[src/capcmp_regs.vh]
// Register offsets, field positions and reset values for the capture/compare channels
`ifndef CAPCMP_REGS_VH
`define CAPCMP_REGS_VH
`define ADDR_CAP_CTRL    4'h0
`define ADDR_CAP_DATA    4'h1
`define ADDR_CMP_CTRL    4'h2
`define ADDR_CMP_PRI     4'h3
`define ADDR_CMP_SEC     4'h4
`define CTRL_RESET       16'h0000
`define BIT_IDLE_STOP    13
`define BIT_CAP_TSEL     7
`define BIT_CAP_CPI_HI   6
`define BIT_CAP_CPI_LO   5
`define BIT_CAP_OVF      4
`define BIT_CAP_BNE      3
`define BIT_CMP_FLT      4
`define BIT_CMP_TSEL     3
`define CAP_OFF          3'h0
`define CAP_EVERY        3'h1
`define CAP_FALL         3'h2
`define CAP_RISE         3'h3
`define CAP_RISE4        3'h4
`define CAP_RISE16       3'h5
`define CAP_WAKE         3'h7
`define CMP_OFF          3'h0
`define CMP_HIGH_SHOT    3'h1
`define CMP_LOW_SHOT     3'h2
`define CMP_TOGGLE       3'h3
`define CMP_DELAY_SHOT   3'h4
`define CMP_PULSES       3'h5
`define CMP_PWM          3'h6
`define CMP_PWM_FLT      3'h7
`endif

[src/capture_fifo.v]
// Four-word capture buffer that refuses writes when full
`timescale 1ns/1ps
module capture_fifo
#(
   parameter WIDTH = 16,                  // Captured word width
   parameter AW    = 2                    // Log2 of depth
)
(
   input  wire             clk_sys_i,     // System clock
   input  wire             rst_i,         // Async reset, high
   input  wire             clr_i,         // Flush contents
   input  wire             wr_i,          // Push a word
   input  wire [WIDTH-1:0] wdata_i,       // Word to push
   input  wire             rd_i,          // Pop a word
   output wire [WIDTH-1:0] rdata_o,       // Oldest word
   output wire             full_o,        // Buffer full
   output wire             empty_o,       // Buffer empty
   output wire [AW:0]      level_o        // Words held
);
   reg [WIDTH-1:0] mem [0:(1<<AW)-1];     // Storage
   reg [AW-1:0]    wp_ff;                 // Write pointer
   reg [AW-1:0]    rp_ff;                 // Read pointer
   reg [AW:0]      cnt_ff;                // Fill count
   wire            do_wr;                 // Accepted push
   wire            do_rd;                 // Accepted pop

   assign full_o  = (cnt_ff == (1 << AW));
   assign empty_o = (cnt_ff == {(AW+1){1'b0}});
   assign level_o = cnt_ff;
   assign rdata_o = mem[rp_ff];
   // Full buffer keeps old words; new ones are dropped
   assign do_wr   = wr_i & ~full_o;
   assign do_rd   = rd_i & ~empty_o;

   // Storage has no reset, only pointers and count do
   always @(posedge clk_sys_i)
   begin
      if (do_wr)
         mem[wp_ff] <= wdata_i;
   end

   // Pointer and count upkeep
   always @(posedge clk_sys_i or posedge rst_i)
   begin
      if (rst_i)
      begin
         wp_ff  <= {AW{1'b0}};
         rp_ff  <= {AW{1'b0}};
         cnt_ff <= {(AW+1){1'b0}};
      end
      else if (clr_i)
      begin
         wp_ff  <= {AW{1'b0}};
         rp_ff  <= {AW{1'b0}};
         cnt_ff <= {(AW+1){1'b0}};
      end
      else
      begin
         if (do_wr)
            wp_ff <= wp_ff + 1'b1;
         if (do_rd)
            rp_ff <= rp_ff + 1'b1;
         if (do_wr & ~do_rd)
            cnt_ff <= cnt_ff + 1'b1;
         else if (do_rd & ~do_wr)
            cnt_ff <= cnt_ff - 1'b1;
      end
   end
endmodule

[src/capture_compare_channels.v]
// One input capture channel and one output compare channel with register port
//
// Decided for this implementation: strobed register access and the register addresses.
`timescale 1ns/1ps
`include "capcmp_regs.vh"
module capture_compare_channels
#(
   parameter DMA_CAPABLE = 1              // Channel may raise DMA requests
)
(
   input  wire        clk_sys_i,          // System clock, 125 MHz
   input  wire        rst_i,              // Async reset, high
   input  wire [3:0]  addr_i,             // Register index
   input  wire [15:0] wdata_i,            // Write data
   input  wire        wr_i,               // Write strobe
   input  wire        rd_i,               // Read strobe
   output reg  [15:0] rdata_o,            // Read data, cycle after strobe
   input  wire [15:0] first_time_base_i,  // First timer count
   input  wire [15:0] second_time_base_i, // Second timer count
   input  wire        cpu_idle_i,         // CPU in idle
   input  wire        cpu_sleep_i,        // CPU in sleep
   input  wire        capture_input_pin_i,// Capture pin, asynchronous
   input  wire        compare_fault_input_i, // Fault pin, low active
   input  wire        pwm_period_i,       // Selected timer period rollover
   output reg         cap_irq_o,          // Capture interrupt pulse
   output reg         cap_dma_req_o,      // Capture DMA request pulse
   output reg         wake_o,             // Wake request pulse
   output reg         cmp_out_o,          // Compare pin level
   output reg         cmp_oe_o,           // Compare owns the pin
   output reg         cmp_irq_o           // Compare interrupt pulse
);
   // Control registers and compare values
   reg  [15:0] cap_ctrl_ff;               // Capture control, writable bits
   reg  [15:0] cmp_ctrl_ff;               // Compare control, writable bits
   reg  [15:0] compare_value_ff;          // Primary compare value
   reg  [15:0] cmp_sec_ff;                // Secondary compare value
   reg         cap_ovf_ff;                // Overflow flag
   reg         cmp_flt_ff;                // Fault flag
   // Pin synchronisers
   reg  [1:0]  cap_sync_ff;               // Capture pin synchroniser
   reg  [1:0]  flt_sync_ff;               // Fault pin synchroniser
   reg         cap_prev_ff;               // Last synced capture level
   reg         flt_prev_ff;               // Last synced fault level
   reg  [3:0]  pre_cnt_ff;                // Rising-edge prescaler
   reg  [1:0]  irq_cnt_ff;                // Captures since last interrupt
   reg         pop_ff;                    // Data read pending pop
   // Compare state
   reg         cmp_done_ff;               // One-shot finished
   reg  [2:0]  cmp_mode_prev_ff;          // Mode seen last cycle
   reg  [15:0] pwm_duty_ff;               // Latched duty value
   reg         nxt_out;                   // Next compare pin level
   reg         nxt_done;                  // Next one-shot state
   reg         nxt_cap;                   // Capture this cycle
   wire [2:0]  cap_mode;                  // Capture mode field
   wire [2:0]  cmp_mode;                  // Compare mode field
   wire [15:0] cap_time;                  // Selected capture count
   wire [15:0] cmp_time;                  // Selected compare count
   wire        rise;                      // Synced capture rising edge
   wire        fall;                      // Synced capture falling edge
   wire        cap_run;                   // Capture not halted
   wire        cmp_run;                   // Compare not halted
   wire        fifo_full;                 // Buffer full
   wire        fifo_empty;                // Buffer empty
   wire [15:0] fifo_data;                 // Oldest capture
   wire [2:0]  fifo_level;                // Words held
   wire        match_pri;                 // Primary match
   wire        match_sec;                 // Secondary match
   wire        flt_fall;                  // Fault falling edge
   wire [1:0]  cpi;                       // Captures per interrupt

   assign cap_mode = cap_ctrl_ff[2:0];
   assign cmp_mode = cmp_ctrl_ff[2:0];
   assign cpi      = cap_ctrl_ff[`BIT_CAP_CPI_HI:`BIT_CAP_CPI_LO];
   assign rise     = cap_sync_ff[1] & ~cap_prev_ff;
   assign fall     = ~cap_sync_ff[1] & cap_prev_ff;
   assign flt_fall = ~flt_sync_ff[1] & flt_prev_ff;
   // Idle stop halts the channel only while the CPU idles
   assign cap_run  = ~(cpu_idle_i & cap_ctrl_ff[`BIT_IDLE_STOP]);
   assign cmp_run  = ~(cpu_idle_i & cmp_ctrl_ff[`BIT_IDLE_STOP]);
   // Select bit 1 picks the first base for capture and the second base for compare
   assign cap_time = cap_ctrl_ff[`BIT_CAP_TSEL] ? first_time_base_i
                                                : second_time_base_i;
   assign cmp_time = cmp_ctrl_ff[`BIT_CMP_TSEL] ? second_time_base_i
                                                : first_time_base_i;
   assign match_pri = (cmp_time == compare_value_ff);
   assign match_sec = (cmp_time == cmp_sec_ff);

   // Capture event qualification by mode
   always @*
   begin
      nxt_cap = 1'b0;
      case (cap_mode)
         `CAP_EVERY:  nxt_cap = rise | fall;
         `CAP_FALL:   nxt_cap = fall;
         `CAP_RISE:   nxt_cap = rise;
         `CAP_RISE4:  nxt_cap = rise & (pre_cnt_ff[1:0] == 2'h3);
         `CAP_RISE16: nxt_cap = rise & (pre_cnt_ff == 4'hf);
         default:     nxt_cap = 1'b0;
      endcase
      nxt_cap = nxt_cap & cap_run;
   end

   capture_fifo
   #(
      .WIDTH (16),
      .AW    (2)
   )
   u_fifo
   (
      .clk_sys_i (clk_sys_i),
      .rst_i     (rst_i),
      .clr_i     (cap_mode == `CAP_OFF),
      .wr_i      (nxt_cap),
      .wdata_i   (cap_time),
      .rd_i      (pop_ff),
      .rdata_o   (fifo_data),
      .full_o    (fifo_full),
      .empty_o   (fifo_empty),
      .level_o   (fifo_level)
   );

   // Pin synchronisers: first stage feeds only the second
   always @(posedge clk_sys_i or posedge rst_i)
   begin
      if (rst_i)
      begin
         cap_sync_ff <= 2'h0;
         flt_sync_ff <= 2'h3;
         cap_prev_ff <= 1'b0;
         flt_prev_ff <= 1'b1;
      end
      else
      begin
         cap_sync_ff <= {cap_sync_ff[0], capture_input_pin_i};
         flt_sync_ff <= {flt_sync_ff[0], compare_fault_input_i};
         cap_prev_ff <= cap_sync_ff[1];
         flt_prev_ff <= flt_sync_ff[1];
      end
   end

   // Capture counters, flags and requests
   always @(posedge clk_sys_i or posedge rst_i)
   begin
      if (rst_i)
      begin
         pre_cnt_ff    <= 4'h0;
         irq_cnt_ff    <= 2'h0;
         cap_ovf_ff    <= 1'b0;
         cap_irq_o     <= 1'b0;
         cap_dma_req_o <= 1'b0;
         wake_o        <= 1'b0;
      end
      else
      begin
         cap_irq_o     <= 1'b0;
         cap_dma_req_o <= 1'b0;
         wake_o        <= 1'b0;
         // Prescaler only runs in prescaled modes
         if (cap_mode != `CAP_RISE4 && cap_mode != `CAP_RISE16)
            pre_cnt_ff <= 4'h0;
         else if (rise & cap_run)
            pre_cnt_ff <= pre_cnt_ff + 4'h1;
         if (cap_mode == `CAP_OFF)
         begin
            irq_cnt_ff <= 2'h0;
            cap_ovf_ff <= 1'b0;
         end
         else if (cap_mode == `CAP_WAKE)
         begin
            // Wake source only while asleep or idle
            if (rise & (cpu_sleep_i | cpu_idle_i))
            begin
               wake_o    <= 1'b1;
               cap_irq_o <= 1'b1;
            end
         end
         else if (nxt_cap)
         begin
            // Overflow is sticky; hardware clears it once the buffer drains
            if (fifo_full)
               cap_ovf_ff <= 1'b1;
            if (cpu_sleep_i | cpu_idle_i)
               wake_o <= 1'b1;
            if (DMA_CAPABLE != 0 && cpi == 2'h0)
               cap_dma_req_o <= 1'b1;
            if (cap_mode == `CAP_EVERY || irq_cnt_ff == cpi)
            begin
               cap_irq_o  <= 1'b1;
               irq_cnt_ff <= 2'h0;
            end
            else
               irq_cnt_ff <= irq_cnt_ff + 2'h1;
         end
         else if (fifo_empty)
            cap_ovf_ff <= 1'b0;
      end
   end

   // Compare output sequencing
   always @*
   begin
      nxt_out  = cmp_out_o;
      nxt_done = cmp_done_ff;
      if (cmp_mode != cmp_mode_prev_ff)
      begin
         // Entry level for the freshly written mode
         nxt_done = 1'b0;
         case (cmp_mode)
            `CMP_HIGH_SHOT:  nxt_out = 1'b0;
            `CMP_LOW_SHOT:   nxt_out = 1'b1;
            `CMP_TOGGLE:     nxt_out = cmp_out_o;
            `CMP_DELAY_SHOT: nxt_out = 1'b0;
            `CMP_PULSES:     nxt_out = 1'b0;
            `CMP_PWM:        nxt_out = (compare_value_ff != 16'h0000);
            `CMP_PWM_FLT:    nxt_out = (compare_value_ff != 16'h0000);
            default:         nxt_out = 1'b0;
         endcase
      end
      else if (cmp_run)
      begin
         case (cmp_mode)
            `CMP_HIGH_SHOT:  if (match_pri) nxt_out = 1'b1;
            `CMP_LOW_SHOT:   if (match_pri) nxt_out = 1'b0;
            `CMP_TOGGLE:     if (match_pri) nxt_out = ~cmp_out_o;
            `CMP_DELAY_SHOT:
            begin
               if (match_pri & ~cmp_done_ff)
                  nxt_out = 1'b1;
               else if (match_sec & cmp_out_o)
               begin
                  nxt_out  = 1'b0;
                  nxt_done = 1'b1;
               end
            end
            `CMP_PULSES:
            begin
               if (match_pri)
                  nxt_out = 1'b1;
               else if (match_sec)
                  nxt_out = 1'b0;
            end
            `CMP_PWM, `CMP_PWM_FLT:
            begin
               if (cmp_mode == `CMP_PWM_FLT && (cmp_flt_ff | flt_fall))
                  nxt_out = 1'b0;
               else if (pwm_period_i)
                  nxt_out = (compare_value_ff != 16'h0000);
               else if (cmp_time == pwm_duty_ff)
                  nxt_out = 1'b0;
            end
            default:         nxt_out = 1'b0;
         endcase
      end
   end

   // Compare registers, interrupts and fault flag
   always @(posedge clk_sys_i or posedge rst_i)
   begin
      if (rst_i)
      begin
         cmp_out_o        <= 1'b0;
         cmp_oe_o         <= 1'b0;
         cmp_irq_o        <= 1'b0;
         cmp_done_ff      <= 1'b0;
         cmp_mode_prev_ff <= `CMP_OFF;
         cmp_flt_ff       <= 1'b0;
         pwm_duty_ff      <= 16'h0000;
      end
      else
      begin
         cmp_out_o        <= nxt_out;
         cmp_done_ff      <= nxt_done;
         cmp_mode_prev_ff <= cmp_mode;
         cmp_oe_o         <= (cmp_mode != `CMP_OFF);
         // Duty reloads at period so each period is glitch free
         if (pwm_period_i | (cmp_mode != cmp_mode_prev_ff))
            pwm_duty_ff <= compare_value_ff;
         // Fault flag clears only by hardware, on leaving fault mode
         if (cmp_mode == `CMP_PWM_FLT && flt_fall)
            cmp_flt_ff <= 1'b1;
         else if (cmp_mode != `CMP_PWM_FLT)
            cmp_flt_ff <= 1'b0;
         cmp_irq_o <= 1'b0;
         if (cmp_mode_prev_ff == cmp_mode)
         begin
            case (cmp_mode)
               `CMP_HIGH_SHOT:  cmp_irq_o <= nxt_out & ~cmp_out_o;
               `CMP_LOW_SHOT:   cmp_irq_o <= ~nxt_out & cmp_out_o;
               `CMP_TOGGLE:     cmp_irq_o <= nxt_out ^ cmp_out_o;
               `CMP_DELAY_SHOT: cmp_irq_o <= ~nxt_out & cmp_out_o;
               `CMP_PULSES:     cmp_irq_o <= ~nxt_out & cmp_out_o;
               `CMP_PWM_FLT:    cmp_irq_o <= flt_fall;
               default:         cmp_irq_o <= 1'b0;
            endcase
         end
      end
   end

   // Register writes; software must stop the timer first
   always @(posedge clk_sys_i or posedge rst_i)
   begin
      if (rst_i)
      begin
         cap_ctrl_ff      <= `CTRL_RESET;
         cmp_ctrl_ff      <= `CTRL_RESET;
         compare_value_ff <= 16'h0000;
         cmp_sec_ff       <= 16'h0000;
      end
      else if (wr_i)
      begin
         case (addr_i)
            `ADDR_CAP_CTRL: cap_ctrl_ff <= wdata_i & 16'h20e7;
            `ADDR_CMP_CTRL: cmp_ctrl_ff <= wdata_i & 16'h200f;
            `ADDR_CMP_PRI:  compare_value_ff <= wdata_i;
            `ADDR_CMP_SEC:  cmp_sec_ff <= wdata_i;
            default:        cap_ctrl_ff <= cap_ctrl_ff;
         endcase
      end
   end

   // Read port; data register read pops one capture
   always @(posedge clk_sys_i or posedge rst_i)
   begin
      if (rst_i)
      begin
         rdata_o <= 16'h0000;
         pop_ff  <= 1'b0;
      end
      else
      begin
         pop_ff  <= rd_i && (addr_i == `ADDR_CAP_DATA);
         rdata_o <= 16'h0000;
         if (rd_i)
         begin
            case (addr_i)
               `ADDR_CAP_CTRL: rdata_o <= cap_ctrl_ff
                  | ({15'h0000, cap_ovf_ff} << `BIT_CAP_OVF)
                  | ({15'h0000, ~fifo_empty} << `BIT_CAP_BNE);
               `ADDR_CAP_DATA: rdata_o <= fifo_empty ? 16'h0000 : fifo_data;
               `ADDR_CMP_CTRL: rdata_o <= cmp_ctrl_ff
                  | ({15'h0000, cmp_flt_ff} << `BIT_CMP_FLT);
               `ADDR_CMP_PRI:  rdata_o <= compare_value_ff;
               `ADDR_CMP_SEC:  rdata_o <= cmp_sec_ff;
               default:        rdata_o <= {13'h0000, fifo_level};
            endcase
         end
      end
   end
endmodule

[config.mk]
export PLATFORM = sky130hd
export DESIGN_NAME = capture_compare_channels
export DESIGN_NICKNAME = d
export VERILOG_FILES = /design/src/capture_fifo.v /design/src/capture_compare_channels.v
export VERILOG_INCLUDE_DIRS = /design/src /design/src/src
export SDC_FILE = /design/constraint.sdc
export NUM_CORES = 1
export LEC_CHECK = 0
export BUFFER_PORTS_ARGS = -buffer_cell sky130_fd_sc_hd__clkbuf_2
export CAP_MARGIN = 25
export CORE_AREA = 2 2 146 148
export CTS_CLUSTER_SIZE = 16
export DETAILED_ROUTE_END_ITERATION = 10
export DIE_AREA = 0 0 148 150
export GPL_TIMING_DRIVEN = 1
export PLACE_DENSITY = 0.54
export SETUP_SLACK_MARGIN = 0.4
export SKIP_CTS_REPAIR_TIMING = 1
export SLEW_MARGIN = 20
export SYNTH_ARGS = -nofsm -noshare
export SYNTH_HDL_FRONTEND = slang
export SYNTH_HIERARCHICAL = 1
export SYNTH_SLANG_ARGS = --single-unit
[constraint.sdc]
create_clock -name clk_sys_i -period 6.7 [get_ports clk_sys_i]
set_input_delay 1.34 -clock clk_sys_i [delete_from_list [all_inputs] [get_ports clk_sys_i]]
set_output_delay 1.34 -clock clk_sys_i [all_outputs]
set_load 0.03 [all_outputs]
After elaboration in Yosys (flattened, before gate mapping)
Memories as Yosys holds them, arrays and structs flattened.
Index checks and enable logic that the tools add are counted.
{ "word_totals": {"mem_bits_rw": 64, "reg_bits": 108, "elab_cells": 194, "in_bits": 61, "out_inout_bits": 22, "mem_count": 1} }
{ "mem_list": {"columns": ["memory", "depth", "word_bits", "rd", "rd_ports_with_merged_regs", "write_ports", "line_no", "source"], "rows": [
  ["u_fifo.mem", 4, 16, 1, 0, 1, "capture_fifo.v:20", "reg [WIDTH-1:0] mem [0:(1<<AW)-1];"]
]} }
{ "classes": {"eq_ne": 33, "add_sub_neg": 6, "n_mux": 62, "n_bitwise": 37, "n_reduce_logical": 29} }
{ "ops": {"columns": ["op", "n"], "rows": [
  ["one-hot mux 16 bit (5 select lines)", 1],
  ["two-way mux 16 bit", 4],
  ["equality test 16 bit", 3],
  ["two-way mux 1 bit", 40],
  ["OR 14 x 5 -> 14 bit", 2],
  ["equality test 3 bit (second input constant)", 8],
  ["AND 1 bit", 18],
  ["two-way mux 2 bit", 8],
  ["nonzero test 16 bit", 1],
  ["OR 14 x 4 -> 14 bit", 1],
  ["nonzero test 2 bit", 7],
  ["equality test 3 x 2 -> 1 bit (second input constant)", 4],
  ["NOT 1 bit", 11],
  ["AND reduction 2 bit", 5],
  ["two-way mux 3 bit", 3],
  ["!= test 3 bit (second input constant)", 3],
  ["nonzero test 3 bit", 3],
  ["equality test 4 x 2 -> 1 bit (second input constant)", 2],
  ["two-way mux 4 bit", 2],
  ["adder 2 x 1 -> 2 bit (second input constant)", 3],
  ["equality test 3 x 1 -> 1 bit (second input constant)", 2],
  ["logical NOT 3 bit", 2],
  ["!= test 2 x 1 -> 1 bit (second input constant)", 3],
  ["one-hot mux 1 bit (6 select lines)", 1],
  ["24 further kinds", 30]
]} }

Longest topological paths before layout
{ "logic_depth": {"depth_word": 12, "mapped_depth": 19, "depth_no_buf": 17} }

By module
The synthesis kept the hierarchy.
{ "modules_own_cells": {"columns": ["mod", "seq_area_each_um2", "instances", "area_per_inst_um2", "cells_each"], "rows": [
  ["capture_compare_channels", 2531.2, 1, 5371.4, 449],
  ["capture_fifo", 2097.0, 1, 2795.2, 131]
]} }

Worst setup path before layout
OpenSTA, ideal clock, no wires.
{ "synth_timing": {"path_type": "input -> register", "startpoint": "input port second_time_base_i[10]", "endpoint": "register cmp_irq_o", "path_slack_ps": 2635, "n_path_buf": 0, "path_stages": 16, "setup_ps": 77, "required_ps": 6623, "arrival_time_ps": 3988, "cell_sequence": "mux2i_2 > xnor2_1 > nor4_1 > nand4_2 > ha_1 > mux2i_1 > a21o_1 > nand2_1 > a221o_1 > and3_1 > a21oi_1 > ha_1 > a21oi_1 > a22o_1 > nand3_1 > o21ai_1"} }
{ "synth_between": {"elab_chain_len": 12, "elab_cells_between_ends": 25, "classes_between": "3 x eq/ne; 16 x mux; 6 x bitwise"} }
{ "synth_lines": {"columns": ["element", "line_no", "source"], "rows": [
  ["from (decl)", "capture_compare_channels.v:19", "input wire [15:0] second_time_base_i,"],
  ["two-way mux 16 bit (*)", "capture_compare_channels.v:83", "assign cmp_time = cmp_ctrl_ff[`BIT_CMP_TSEL] ? second_time_base_i"],
  ["equality test 16 bit, on equally long branches", "capture_compare_channels.v:248, capture_compare_channels.v:86", null],
  ["two-way mux 1 bit or AND 1 bit (tied branches)", "capture_compare_channels.v:248, capture_compare_channels.v:229", null],
  ["two-way mux 1 bit, on equally long branches", "capture_compare_channels.v:246, capture_compare_channels.v:229", null],
  ["two-way mux 1 bit, on equally long branches", "capture_compare_channels.v:244, capture_compare_channels.v:227", null],
  ["one-hot mux 1 bit (6 select lines) (*)", "capture_compare_channels.v:221", "case (cmp_mode)"],
  ["two-way mux 1 bit (*)", "capture_compare_channels.v:219", "else if (cmp_run)"],
  ["two-way mux 1 bit (*)", "capture_compare_channels.v:204", "if (cmp_mode != cmp_mode_prev_ff)"],
  ["NOT 1 bit", "capture_compare_channels.v:288, capture_compare_channels.v:290, capture_compare_channels.v:291", null],
  ["AND 1 bit", "capture_compare_channels.v:288, capture_compare_channels.v:290, capture_compare_channels.v:291", null],
  ["one-hot mux 1 bit (4 select lines) (*)", "capture_compare_channels.v:286", "case (cmp_mode)"],
  ["two-way mux 1 bit (*)", "capture_compare_channels.v:284", "if (cmp_mode_prev_ff == cmp_mode)"],
  ["to (signal assigned)", "capture_compare_channels.v:288", "`CMP_LOW_SHOT: cmp_irq_o <= ~nxt_out & cmp_out_o;"],
  ["to (signal assigned)", "capture_compare_channels.v:290", "`CMP_DELAY_SHOT: cmp_irq_o <= ~nxt_out & cmp_out_o;"],
  ["to (signal assigned)", "capture_compare_channels.v:291", "`CMP_PULSES: cmp_irq_o <= ~nxt_out & cmp_out_o;"],
  ["to (decl)", "capture_compare_channels.v:30", "output reg cmp_irq_o"]
]} }
Mark *: on every way between the ends. The rest lies on a longest branch, timed or not.
A chain may end at the register's enable or synchronous reset.

Worst setup path after layout
{ "layout_timing": {"startpoint": "input port second_time_base_i[12]", "endpoint": "register cmp_irq_o"} }
Same word-level chain as after synthesis.

==> results.md <==
- P per Cell Area: ~350 nW/um^2
- P&R area growth vs syn: 16.4%
- Final hold violation count: 0
- Slew Limit Fails: 0
- Fin crit period: 4170 ps
- GP Congestion: between 0.8 and 0.9
- WS Path Type: input pin to register
- Vias: between 5,000 and 6,000
- Setup TNS: 0 ps
- CP Cell Sequence: clkbuf_2 -> mux2i_2 -> xnor2_1 -> nor4_2 -> nand4_2 -> ha_1 -> mux2i_1 -> a21o_1 -> nand2_1 -> a221o_1 -> and3_1 -> a21oi_1 -> ha_1 -> a21oi_1 -> a22o_1 -> nand3_1 -> o21ai_1
- Highest Signal Layer: met4
- Met3 wire length: approximately 880 um
- Remaining antenna violation count: 0
- Fillcell total: roughly 1,900
- Hold Crit Class: register to register
- CTS sink cnt: between 150 and 200
- Post-Syn Area: approximately 8200 sq um
- Share of cells above drive strength 1: roughly a third
- DRT Wirelength: about 20 mm
- GRT overflow: 0
- Slowest cell on crit path: nor4_2
- Fin area: around 9500 sq um
- Met2 Routed Length: between 9 and 10 mm
- Buffers on Ports: 82
- CP Capture Type: register
- CTS tree: built
- Crit start category: input pin
- Largest net degree at the start of global routing: 83
- Clk pin slew, worst setup/hold paths: approximately 70 ps
- Standby leakage power: around 3.8 nW
- Post-DP HPWL: about 15 mm
- FP Rows: between 50 and 60
- Number of global-route vias before repair: 5,387
- Ys Warns: 6
- DRT met1 WL: approximately 9.2 mm
- Synthesized netlist cell count: 580
- First-pass GRT wire length: around 32 mm
- Setup ws final: between 2000 and 3000 ps
- Synth unique cells: a little under 60
- Placed cells: 922
- Final cell count without fillers: roughly 960
- Final hold slack: ~360 ps
- Deepest clock path buffer count: 2
- Io pins: between 80 and 90
- Max Freq: 240 MHz
- Period utilization: 62.3%
- Drt drc: 0
- Placed cell areas: 8860 sq um
- Antenna cells: 0
- Worst Tran Pin Value: around 950 ps
- Worst EP required: just over 7000 ps
- Mean post-synth cell area: 14.1 sq um
- EDFF count, synth: 64
- DR iter-0 viols: slightly below 400
- Skew final: about 8.8 ps
- Post-synthesis sequential area ratio: a little under three fifths
- Placeable core area: just over 20,000 sq um
- Tot GR Track Use: between 10% and 20%
- FF-to-FF setup slack: between 2000 and 3000 ps
- Initial antenna violation count: 0
- Rel. slew slack: between 30 and 40%
- Ys async rst share: between 60% and 70%
- Maxcap violations: 0
- TritonCTS buffer count: 17
- Post-place setup slack: roughly 2100 ps
- Worst-Skew Late Latency: 420 ps
- Vias per Instance: approximately 5.4
- Root buf cell: clkbuf_16
- Peak supply drop: 0.164 mV
- Peak fanout along the critical path: 4
- Final Net Count: about 740
- Reg-to-Reg End: cmp_irq_o$_DFF_PP0_
- Worst reg2reg path startpoint: cmp_ctrl_ff[3]$_DFFE_PP0P_
- Detailed Routing Iterations Pass 1: 5
- Top-count cell post-synth: dfrtp_1
- Unrepaired setup endpoints after global routing: no
- Flops & latches, synth: approximately 170
- Finish-stage setup viols: 0
- Final Total Pwr: ~3.3 mW
- DR WL/cell: roughly 21 um
- Critical Path Source: second_time_base_i[12]
- Yosys top cell area share: between 30% and 40%
- Dominant synthesized flop cell: dfrtp_1
- Die Ht: 150 um
- Most frequent cells after synthesis: dfrtp_1, edfxtp_1, mux2_2
- Status: completed
- Die area: around 22,000 sq um
- Crit-path max cell delay: 370 ps
- Die W: around 150 um
- Yosys top cell by area: dfrtp_1
- Ranking of synthesized cells by area: dfrtp_1, edfxtp_1, mux2_2, xnor2_1, mux4_2
- Initial core utilization: between 30% and 40%
- End of the critical path: cmp_irq_o$_DFF_PP0_
- H-tree depth: 4
- Signal arrival time at the worst endpoint: 4520 ps
- Reg2reg path depth: 17
- Final Util: ~46%
- Syn Nets: about 650
## cells by family after synthesis
group           Yosys count  synth area share, %
mux                     113                 19.0
xor+xnor                 60                 6.43
flops                   172                 56.7
simple gates            117                 7.71
compound gates           68                 6.05
fa+ha+maj                11                 1.78
buf+inv                  39                 2.41
## final cells by class
class | instances | area, sq um | area share [%]
clock buffer | 17 | 425 | 4.48
clock inverter | 15 | 205 | 2.16
inverter | 15 | 58.8 | 0.619
multi-input combinational | 369 | 3360 | 35.3
sequential | 172 | 4630 | 48.7
tap | 275 | 344 | 3.62
timing repair buffer | 92 | 487 | 5.12
## registers in the layout, summed over array words and instances, names as in the netlist, 4 cells and up
| register | count |
|---|---|
| cmp_ctrl_ff | 5 |
| pwm_duty_ff | 16 |
| compare_value_ff | 16 |
| u_fifo/mem | 64 |
| cap_ctrl_ff | 7 |
| pre_cnt_ff | 4 |
| rdata_o | 16 |
| cmp_sec_ff | 16 |
## placed cells by master, fill, tap and decap left out, drive strengths merged, types with 3 or more instances in the layout
cell type  synthesis  routed
a21boi             5       5
a21oi             16      16
a222oi            16      16
a22o               4       4
a31oi              4       4
and2               4       4
and3               3       3
buf                7      10
bufinv             0       4
clkbuf            17      99
clkinv             1       5
dfrtp            105     105
dfstp              3       3
edfxtp            64      64
ha                10      10
inv               14      20
mux2              78      78
mux2i             19      19
mux4              16      16
nand2             29      29
nand2b             4       4
nand3              4       4
nand4             10      10
nor2              30      30
nor2b              3       3
nor3               6       6
nor3b              3       3
nor4              15      15
nor4b              3       3
o21ai             10      10
xnor2             36      36
xor2              24      24
## metal layers
metal,vias up,global-route usage (%)
met5,-,0
met4,0,5.71
met3,20,3.78
met2,133,30.4
met1,2644,27.0
li1,2341,-
## where the power goes
part           switching [mW]  leakage, nW  internal, mW  total, mW
combinational           0.406         1.53         0.363      0.769
clock                   0.426        0.308         0.631       1.06
sequential              0.194         1.95          1.28       1.47
total                    1.03         3.79          2.27       3.30
## how the worst min path moves through the flow
stage,slack [ps],from,cells after the start,to
global route,360,flt_sync_ff[0]$_DFF_PP1_,0,flt_sync_ff[1]$_DFF_PP1_
global placement,350,cap_sync_ff[0]$_DFF_PP0_,0,cap_sync_ff[1]$_DFF_PP0_
floorplan,330,cap_sync_ff[0]$_DFF_PP0_,0,cap_sync_ff[1]$_DFF_PP0_
detailed placement,360,flt_sync_ff[0]$_DFF_PP1_,0,flt_sync_ff[1]$_DFF_PP1_
finish,360,flt_sync_ff[0]$_DFF_PP1_,0,flt_sync_ff[1]$_DFF_PP1_
CTS,360,flt_sync_ff[0]$_DFF_PP1_,0,flt_sync_ff[1]$_DFF_PP1_
## worst max-delay path, delay by kind of cell
| family | cells | cell delay, ps |
|---|---|---|
| AO/OA/AOI/OAI | 6 | 1010 |
| AND/OR/NAND/NOR | 5 | 900 |
| adder cells (fa/ha/maj) | 2 | 610 |
| multiplexers | 2 | 450 |
| XOR/XNOR | 1 | 120 |
| buffers and inverters | 1 | 90 |
(Power assumes the default switching activity.)
